==> config.mk <==
export PLATFORM = sky130hd
export DESIGN_NAME = i2crp_top
export DESIGN_NICKNAME = d
export VERILOG_FILES = /design/src/i2crp_pkg.sv /design/src/i2crp_top.sv /design/src/i2crp_sync.sv
export SDC_FILE = /design/constraint.sdc
export NUM_CORES = 2
export LEC_CHECK = 0
export BUFFER_PORTS_ARGS = -buffer_cell sky130_fd_sc_hd__buf_2
export CAP_MARGIN = 10
export CORE_ASPECT_RATIO = 0.75
export CORE_MARGIN = 1.5
export CORE_UTILIZATION = 35
export DETAILED_ROUTE_END_ITERATION = 12
export PLACE_DENSITY = 0.59
export SLEW_MARGIN = 25
export SYNTH_ARGS = -nofsm -noshare
export SYNTH_HDL_FRONTEND = slang
export SYNTH_SLANG_ARGS = --single-unit
==> constraint.sdc <==
create_clock -name clk_sys -period 2.42 [get_ports clk_sys]
set_input_delay 0.242 -clock clk_sys [delete_from_list [all_inputs] [get_ports clk_sys]]
set_output_delay 0.242 -clock clk_sys [all_outputs]
set_load 0.01 [all_outputs]
==> src/i2crp_pkg.sv <==
// Constants shared by the two-wire register port.
// Assumes one system clock; the bus pins arrive asynchronously.
package i2crp_pkg;
  // ********************
  // Bus addresses
  // ********************
  localparam logic [6:0] ADDR_SEL_LOW = 7'h59;  // 1011001 when select is low
  localparam logic [6:0] ADDR_SEL_HIGH = 7'h0e; // 0001110 when select is high
  // ********************
  // Framing and timing
  // ********************
  localparam int BITS_PER_UNIT = 8;       // Bits in one transferred unit
  localparam int CLK_SYS_HZ = 50000000;   // System clock rate
  localparam int FAST_RATE_BPS = 400000;  // Highest bus bit rate
  // System clocks per bus bit at fast rate
  localparam int CYC_PER_BIT = CLK_SYS_HZ / FAST_RATE_BPS;
  localparam logic [7:0] PTR_RESET = 8'h00; // Pointer value after reset
  localparam logic [7:0] DATA_RESET = 8'h00; // Register value after reset
endpackage : i2crp_pkg

==> src/i2crp_top.sv <==
// Two-wire slave port giving a bus master access to a register array.
// Assumes rst is synchronous to clk_sys; bus pins are asynchronous.
// What this block does
// - Serve the bus only while enable pin low
// - Own address is one of two values
// - Select low 1011001, select high 0001110
// - Work at 100 and 400 kbit/s
// - Clock input only; drive data when needed
// - Start and stop are data edges, clock high
// - Transfers bracketed by start, stop; repeats allowed
// - Eight-bit units, ack on ninth pulse
// - Match address and ack; else ignore transfer
// - First written byte loads the pointer
// - Pointer increments after each written byte that follows it
// - Repeated start takes new address, pointer
// - Stop ends participation; wait for start
// - Read returns pointed register, then increments
// - Pointer loads only by a write
`timescale 1ns/1ns
module i2crp_top
#(
  parameter int NUM_REGS = 256 // Depth of the register array
)
(
  // Clock, reset, enable
  input wire logic clk_sys,
  input wire logic rst,
  input wire logic ce,
  // Device pins
  input wire logic serial_port_enable_n,
  input wire logic bus_address_select,
  // Two-wire bus
  input wire logic scl_i,
  input wire logic sda_i,
  output logic sda_o,
  output logic sda_oe,
  // Status toward the device core
  output logic wr_strobe,
  output logic [7:0] wr_addr,
  output logic [7:0] wr_data
);
  // ********************
  // Types and storage
  // ********************
  typedef enum logic [4:0] {
    ST_IDLE = 5'h01, // Waiting for start
    ST_ADDR = 5'h02, // Shifting address byte
    ST_RECV = 5'h04, // Shifting a written byte
    ST_SEND = 5'h08, // Shifting a read byte out
    ST_IGNR = 5'h10  // Not addressed or read nacked, wait for stop or start
  } i2crp_state_t;
  i2crp_state_t state_r; // Protocol state
  logic [7:0] regs [NUM_REGS]; // Register array
  logic [7:0] ptr_r; // Register base pointer
  logic [7:0] shift_r; // Shift register
  logic [3:0] bit_r; // Bit count within unit, 8 means ack slot
  logic ptr_loaded_r; // Pointer byte already taken in this write
  logic ack_slot_r; // Ack pulse follows
  logic send_ack_r; // Drive ack low in ninth pulse
  logic scl_s, sda_s, en_n_s, sel_s; // Synchronised pins
  logic scl_d_r, sda_d_r; // Previous synchronised levels
  logic scl_rise, scl_fall, start_det, stop_det;
  logic [6:0] own_addr;
  // Pointer advance, used on write and read
  function automatic logic [7:0] i2crp_inc(input logic [7:0] p);
    i2crp_inc = p + 8'h01;
  endfunction : i2crp_inc
  // ********************
  // Pin synchronisers
  // ********************
  i2crp_sync #(.RESET_VAL(1'b1)) u_scl (.clk_sys(clk_sys), .rst(rst), .ce(ce), .d_async(scl_i), .q_sync(scl_s));
  i2crp_sync #(.RESET_VAL(1'b1)) u_sda (.clk_sys(clk_sys), .rst(rst), .ce(ce), .d_async(sda_i), .q_sync(sda_s));
  i2crp_sync #(.RESET_VAL(1'b1)) u_en (.clk_sys(clk_sys), .rst(rst), .ce(ce),
    .d_async(serial_port_enable_n), .q_sync(en_n_s));
  i2crp_sync #(.RESET_VAL(1'b1)) u_sel (.clk_sys(clk_sys), .rst(rst), .ce(ce),
    .d_async(bus_address_select), .q_sync(sel_s));
  // ********************
  // Edge and condition detect
  // ********************
  // Previous levels for edge finding
  always_ff @(posedge clk_sys)
  begin
    if (rst)
    begin
      scl_d_r <= 1'b1;
      sda_d_r <= 1'b1;
    end
    else if (ce)
    begin
      scl_d_r <= scl_s;
      sda_d_r <= sda_s;
    end
  end
  // Sampling every system clock covers far more than fast rate needs
  assign scl_rise = scl_s & ~scl_d_r;
  assign scl_fall = ~scl_s & scl_d_r;
  assign start_det = scl_s & scl_d_r & sda_d_r & ~sda_s;
  assign stop_det = scl_s & scl_d_r & ~sda_d_r & sda_s;
  assign own_addr = sel_s ? i2crp_pkg::ADDR_SEL_HIGH : i2crp_pkg::ADDR_SEL_LOW;
  // ********************
  // Protocol engine
  // ********************
  // Shifts bits, counts units, handles ack slots and the pointer
  always_ff @(posedge clk_sys)
  begin
    if (rst)
    begin
      state_r <= ST_IDLE;
      ptr_r <= i2crp_pkg::PTR_RESET;
      shift_r <= 8'h00;
      bit_r <= 4'h0;
      ptr_loaded_r <= 1'b0;
      ack_slot_r <= 1'b0;
      send_ack_r <= 1'b0;
      wr_strobe <= 1'b0;
      wr_addr <= 8'h00;
      wr_data <= 8'h00;
    end
    else if (ce)
    begin
      wr_strobe <= 1'b0;
      if (en_n_s)
      begin
        // Port disabled: stand-alone, bus ignored
        state_r <= ST_IDLE;
        send_ack_r <= 1'b0;
      end
      else if (start_det)
      begin
        // Start or repeated start opens a new address phase
        state_r <= ST_ADDR;
        bit_r <= 4'h0;
        ptr_loaded_r <= 1'b0;
        send_ack_r <= 1'b0;
        ack_slot_r <= 1'b0;
      end
      else if (stop_det)
      begin
        state_r <= ST_IDLE;
        send_ack_r <= 1'b0;
      end
      else if (state_r != ST_IDLE && state_r != ST_IGNR)
      begin
        if (scl_rise && !ack_slot_r && state_r != ST_SEND)
        begin
          // Receive one bit, msb first, on the rising edge
          shift_r <= {shift_r[6:0], sda_s};
          bit_r <= bit_r + 4'h1;
        end
        else if (scl_rise && ack_slot_r && state_r == ST_SEND && !send_ack_r)
        begin
          // Master answer on the ninth pulse of a read unit; the address ack slot is ours
          if (sda_s)
            state_r <= ST_IGNR;
        end
        else if (scl_fall && ack_slot_r)
        begin
          // End of ninth pulse: release ack, load next read byte
          ack_slot_r <= 1'b0;
          send_ack_r <= 1'b0;
          bit_r <= 4'h0;
          if (state_r == ST_SEND)
          begin
            shift_r <= regs[ptr_r];
            ptr_r <= i2crp_inc(ptr_r);
          end
        end
        else if (scl_fall && state_r == ST_SEND)
        begin
          // Next bit out after each falling edge
          shift_r <= {shift_r[6:0], 1'b1};
          bit_r <= bit_r + 4'h1;
          if (bit_r == 4'(i2crp_pkg::BITS_PER_UNIT - 1))
            ack_slot_r <= 1'b1;
        end
        else if (scl_fall && bit_r == 4'(i2crp_pkg::BITS_PER_UNIT))
        begin
          // Eight bits received: decide the ack for the ninth pulse
          ack_slot_r <= 1'b1;
          if (state_r == ST_ADDR)
          begin
            if (shift_r[7:1] == own_addr)
            begin
              send_ack_r <= 1'b1;
              // Read: the first byte loads as the address ack pulse ends
              if (shift_r[0])
                state_r <= ST_SEND;
              else
                state_r <= ST_RECV;
            end
            else
            begin
              state_r <= ST_IGNR;
              ack_slot_r <= 1'b0;
            end
          end
          else
          begin
            send_ack_r <= 1'b1;
            if (!ptr_loaded_r)
            begin
              ptr_r <= shift_r;
              ptr_loaded_r <= 1'b1;
            end
            else
            begin
              wr_strobe <= 1'b1;
              wr_addr <= ptr_r;
              wr_data <= shift_r;
              ptr_r <= i2crp_inc(ptr_r);
            end
          end
        end
      end
    end
  end
  // ********************
  // Register array
  // ********************
  // Written bytes stored at the pointer
  always_ff @(posedge clk_sys)
  begin
    if (rst)
    begin
      for (int i = 0; i < NUM_REGS; i++)
        regs[i] <= i2crp_pkg::DATA_RESET;
    end
    else if (ce && !en_n_s && !start_det && !stop_det && state_r == ST_RECV && scl_fall && !ack_slot_r &&
             bit_r == 4'(i2crp_pkg::BITS_PER_UNIT) && ptr_loaded_r)
      regs[ptr_r] <= shift_r;
  end
  // ********************
  // Data line drive
  // ********************
  // Drives only ack low or zero read bits; pin output stays low
  always_ff @(posedge clk_sys)
  begin
    if (rst)
    begin
      sda_o <= 1'b0;
      sda_oe <= 1'b0;
    end
    else if (ce)
    begin
      sda_o <= 1'b0;
      if (en_n_s || start_det || stop_det || state_r == ST_IDLE || state_r == ST_IGNR)
        sda_oe <= 1'b0;
      else if (ack_slot_r)
        // Our ack, address ack of a read included; master's slot leaves it clear
        sda_oe <= send_ack_r;
      else if (state_r == ST_SEND)
        sda_oe <= ~shift_r[7];
      else
        sda_oe <= 1'b0;
    end
  end
endmodule : i2crp_top

==> src/i2crp_sync.sv <==
// Two flip-flop synchroniser for one asynchronous level.
// Assumes the destination clock runs much faster than the source edges.
`timescale 1ns/1ns
module i2crp_sync
#(
  parameter logic RESET_VAL = 1'b1
)
(
  // Clock, reset, enable
  input wire logic clk_sys,
  input wire logic rst,
  input wire logic ce,
  // Async in, synced out
  input wire logic d_async,
  output logic q_sync
);
  logic meta_r; // First stage, read only by the second
  // ********************
  // Two stage capture
  // ********************
  always_ff @(posedge clk_sys)
  begin
    if (rst)
    begin
      meta_r <= RESET_VAL;
      q_sync <= RESET_VAL;
    end
    else if (ce)
    begin
      meta_r <= d_async;
      q_sync <= meta_r;
    end
  end
endmodule : i2crp_sync

Yosys cells after proc, flatten, opt, wreduce, memory -nomap -nowiden
Memory sizes are Yosys's and may differ from the RTL's. A register that Yosys moved wholly into a read port is not among the register bits.
Cells that the tools add are included.

storage, ports and cells
  bits in registers = 56
  RAM bits = 2,048
  bits of input ports = 7
  output and inout bits = 19
  logic and storage cells = 207
  memories = 1

cells by class
  add/sub/neg operators = 2
  equal/unequal tests = 31
  muxes and demuxes = 87
  bitwise gates (word level) = 20
  reduce and logical (&&, ||, !) cells = 45

memories
  memory  words  bits a word  rd ports  clocked after Yosys merged registers in  wr ports  line             text
  regs    256    8            1         1                                        256       i2crp_top.sv:53  logic [7:0] regs [NUM_REGS];

operator list
  cell                 number
  $mux 8               15
  $mux 5               12
  $mux 1               51
  $mux 4               8
  $reduce_and 8->1     3
  $ne 2x2->1 const B   10
  $ne 5x4->1 const B   4
  $logic_and 1x1->1    17
  $reduce_bool 5->1    3
  $not 1->1            13
  $ne 4x3->1 const B   3
  $reduce_and 12->1    1
  $reduce_bool 4->1    3
  $reduce_and 11->1    1
  $reduce_and 10->1    1
  $add 8x1->8 const B  1
  $reduce_or 8->1      1
  $and 1x1->1          7
  $eq 7x7->1           1
  $mux 7               1
  $reduce_and 7->1     1
  $ne 3x3->1 const B   2
  $ne 6x4->1 const B   1
  $reduce_and 6->1     1
  15 further kinds     24

Logic depth before layout (Yosys ltp)
  depth in word-level cells = 16
  depth in mapped cells = 14
  gate-level depth less buffers = 9

By module
A second synthesis with hierarchy kept.

second synthesis, totals
  cells, all modules = 6,941
  area total of the unflattened synthesis = 97,245.8 um^2

modules (own cells, without submodules)
  module      times used  cells each  area an instance (um^2)  sequential area each (um^2)
  i2crp_top   1           6,917       96,965.5                 62,620.1
  i2crp_sync  4           6           70.1                     40.0

Least setup slack after synthesis
No wires, ideal clock.

  path kind = flip-flop to flip-flop
  start point = reg scl_d_r
  end point = mem regs[15][0] (enable)
  setup time = 0.329 ns
  arrival time = 2.338 ns
  data required time = 2.091 ns
  path slack = -0.247 ns
  cell stages (with the launch flop) = 12
  path buffers = 4
  period minus slack after synthesis = 2.667 ns
  path through = dfxtp_1 > clkbuf_1 > nand2b_1 > nor3_2 > and4_1 > buf_4 > nand3b_4 > nor3_4 > buf_2 > buf_2 > nand2_1 > nand2_1

RTL lines
  item                    line             text
  from (decl)             i2crp_top.sv:61  logic scl_d_r, sda_d_r;
  from (signal assigned)  i2crp_top.sv:90  scl_d_r <= scl_s;
  to (decl)               i2crp_top.sv:53

==> results by group <==
Floorplanning
  – Die width: 620 microns
  – FP Rows: 169
  – Core footprint: 0.283 sq mm
  – Die Ht: 466 microns
  – Die area: 0.288 sq mm
  – Initial cell density of the core: 35.3%
  – Top Ports: 26

Synth
  – Fraction of the mapped netlist area in adder cells: 0.0752%
  – Synth warnings: 0
  – Synth area leaders: edfxtp_1 (62%), and3_1 (13%), mux4_2 (10%)
  – Simple-Gate Fraction of Synth Area: 17.2%
  – Sequential area share after synthesis: 62.9%
  – Async S/R FF share, synth: 0%
  – Top post-synthesis cells by count: edfxtp_1 (2048), and3_1 (2046), clkbuf_1 (708), nand2_1 (690), mux4_2 (456)
  – Largest family of logic cells by synthesized area: simple AND/OR/NAND/NOR gates
  – Syn Area/Cell: 13.9 sq um
  – Net count after synthesis: 7204
  – Cell variety after synth: 84
  – Number of synthesized flops with an enable pin: 2048
  – Cell with the most instances after synthesis: edfxtp_1
  – XOR/XNOR Fraction of Synth Area: 0.0175%
  – Post-synth design cell area: 0.0998 sq mm
  – Mux contribution to synthesized area: 12.9%
  – Synth area leader: edfxtp_1
  – Compound-Gate Fraction of Synth Area: 2.48%
  – Cells after Synth: 7191
  – Primary FF master, synth: edfxtp_1
  – Synth top area share: 61.6%
  – Yosys reg bits: 2112

STA
  – Endpoints failing setup: 3433
  – Slew of the pin with the lowest slew margin: 1.10 ns
  – Final WS setup: -0.619 ns
  – F_max: 329 MHz
  – Final hold vios: 0
  – Slew Limit Fails: 0
  – Fin crit share: 126%
  – Setup TNS: -373.05 ns
  – Slew headroom: 26.9%
  – Skew final: 0.0395 ns
  – Unrepaired setup endpoints after global routing: true
  – Minimum clock period after layout: 3.04 ns

CTS
  – CTS Sinks: 2112
  – Clock Tree Buf Depth: 4
  – Root Driver: clkbuf_16
  – Clock transition at path regs: 0.07 ns
  – H-Tree Depth: 4
  – CTS tree: done
  – Worst skew pair latency: 0.91 ns
  – CTS buffer count: 204

Status
  – Status: finished, violations left
  – Failing checks: negative setup slack

Global routing
  – Antenna violations before repair: 9
  – Vias in the first global route: 63.9k
  – First-pass GRT wire length: 461000 microns
  – Gr usage total: 21.5%
  – Congestion Overflow GR: 0
  – Largest net degree at the start of global routing: 229

Drt
  – Drt first pass iters: 9
  – DRC: 0
  – Average wire per standard cell: 28.4 microns
  – Routed via count: 67.0k
  – Via density: 5.90
  – Routed Wire Length: 322000 microns
  – Initial DRC Count: 9330
  – DRT antenna net count: 0

Flow run
  – Maxcap violations: 0

Setup path
  – Worst EP required: 3.15 ns
  – Cell Chain, Critical Path: buf_12 > buf_16 > buf_12 > buf_6 > mux4_2 > a211oi_4 > nor3_4 > o311ai_4 > buf_12 > a311oi_1
  – Worst setup EP type: flop
  – Worst Path Max Fanout: 8
  – Worst Setup Start Kind: flop
  – CP max-delay cell: o311ai_4
  – CP dominant cell by count: buf_12
  – Top delay family on crit path: compound AO/OA/AOI/OAI gates
  – Critical path type: flop to flop
  – Crit path buffers/inverters: 5
  – Crit-path max cell delay: 0.61 ns
  – Arrival @ worst endpoint: 3.77 ns

Layout
  – Share of cells above drive strength 1: 29.0%
  – Non-filler cells, final: 11.4k
  – Final Cell Area: 0.120 sq mm
  – Area grow syn2layout: 20.0%
  – Nets: 7464
  – Fill count: 25.2k

Hold path
  – Worst min-delay path class: primary input to flop

Placed design
  – Detailed Place HPWL: 198000 microns
  – Placed cell count: 10.8k
  – PortBufs: 24
  – Placed cell area: 0.109 sq mm
  – RePlAce Congestion: 0.913

Power
  – VDD IR max: 0.000630 V
  – Pwr dens: 645 mW/mm^2
  – Leak: 0.0477 uW
  – Tot Pwr: 77300 uW
[report_power, final]
group | internal [uW] | switching [uW] | leakage [uW] | total (uW)
clock | 18100 | 14400 | 0.00317 | 32500
sequential | 41700 | 554 | 0.0200 | 42300
combinational | 999 | 1600 | 0.0246 | 2600
total | 60800 | 16500 | 0.0477 | 77300
[worst paths after layout]
kind / from / to / slack [ns] / cells after the start
max: flop / shift_r[0] / -0.62 / 10
min: ce / sda_d_r / 0.44 / 5
max reg2reg: flop / shift_r[0] / -0.62 / 10
min reg2reg: wr_strobe / wr_strobe / 0.46 / 2
[state kept, by name, summed over array words and instances, names as in the netlist, 4 cells and up, named ones only]
signal / cells
wr_data: 8
wr_addr: 8
regs: 2048
state_r: 5
shift_r: 8
bit_r: 4
ptr_r: 8
[layout make-up]
class,instances,area (sq um),area share [%]
flip-flops and latches,2112,62800,52.4
inverters,20,88.8,0.0741
repair buffers,1024,11300,9.45
multi-input cells,4089,34400,28.7
well taps,3762,4710,3.93
clock inverters,108,1100,0.915
diodes,3,7.51,0.00627
clock buffers,244,5380,4.49
[stage by stage]
step           setup slack (ns)  util, %  hold slack, ns
5_1_grt                  -0.644     42.3           0.468
3_3_place_gp              -1.49     38.6           0.445
3_5_place_dp              -1.34     38.6           0.455
4_1_cts                  -0.517     41.9           0.419
6_report                 -0.619     42.3           0.438
2_1_floorplan           -0.0389        -           0.360
[timing repair]
action                                 4_1_cts  5_1_grt
buffers inserted                            70       39
endpoints found under the hold margin       29        0
hold buffers                                10        0
resized for setup                          257      113
pin swaps                                   57       35
setup endpoints to repair                 3333     3789
gates cloned                                26       15
[logic make-up (layout without fill, tap and decap cells)]
| logic type | after synthesis | in the layout |
|---|---|---|
| mux | 688 | 688 |
| flops | 2112 | 2112 |
| buf+inv | 990 | 1396 |
| xor+xnor | 2 | 2 |
| fa+ha+maj | 6 | 6 |
| other cells | 1 | 4 |
| compound gates | 356 | 356 |
| simple gates | 3036 | 3036 |
[cells in the final DEF, fill, tap and decap left out, types with 24 or more instances in the layout]
master     count
clkinv_1      41
mux2i_1      193
nand2_1      422
clkbuf_16    222
a21oi_1       69
o21ai_0       31
buf_16        31
edfxtp_1    2048
buf_2         24
and3_1      2041
clkinv_2      32
buf_4        708
clkbuf_1      32
o221ai_1      43
nor2_1        70
nand2_2      204
buf_12       187
mux4_2       462
buf_6         26
nand3_1       39
nor3_1        24
o22ai_1       25
dfxtp_1       48
nand2_4       62
[worst min-delay path, delay by kind of cell]
kind,cells,cell delay (ns)
compound gates,1,0.07
buf+inv,3,0.89
simple gates,1,0.08
[per-layer routing]
layer	global-route usage (%)	vias to the layer above	routed length [microns]
met5	0	-	26
li1	-	28100	-
met4	4.83	4	7320
met3	4.78	463	36200
met1	32.6	34700	140000
met2	31.2	3713	139000
Note: power is estimated with default switching activity, not from simulation.
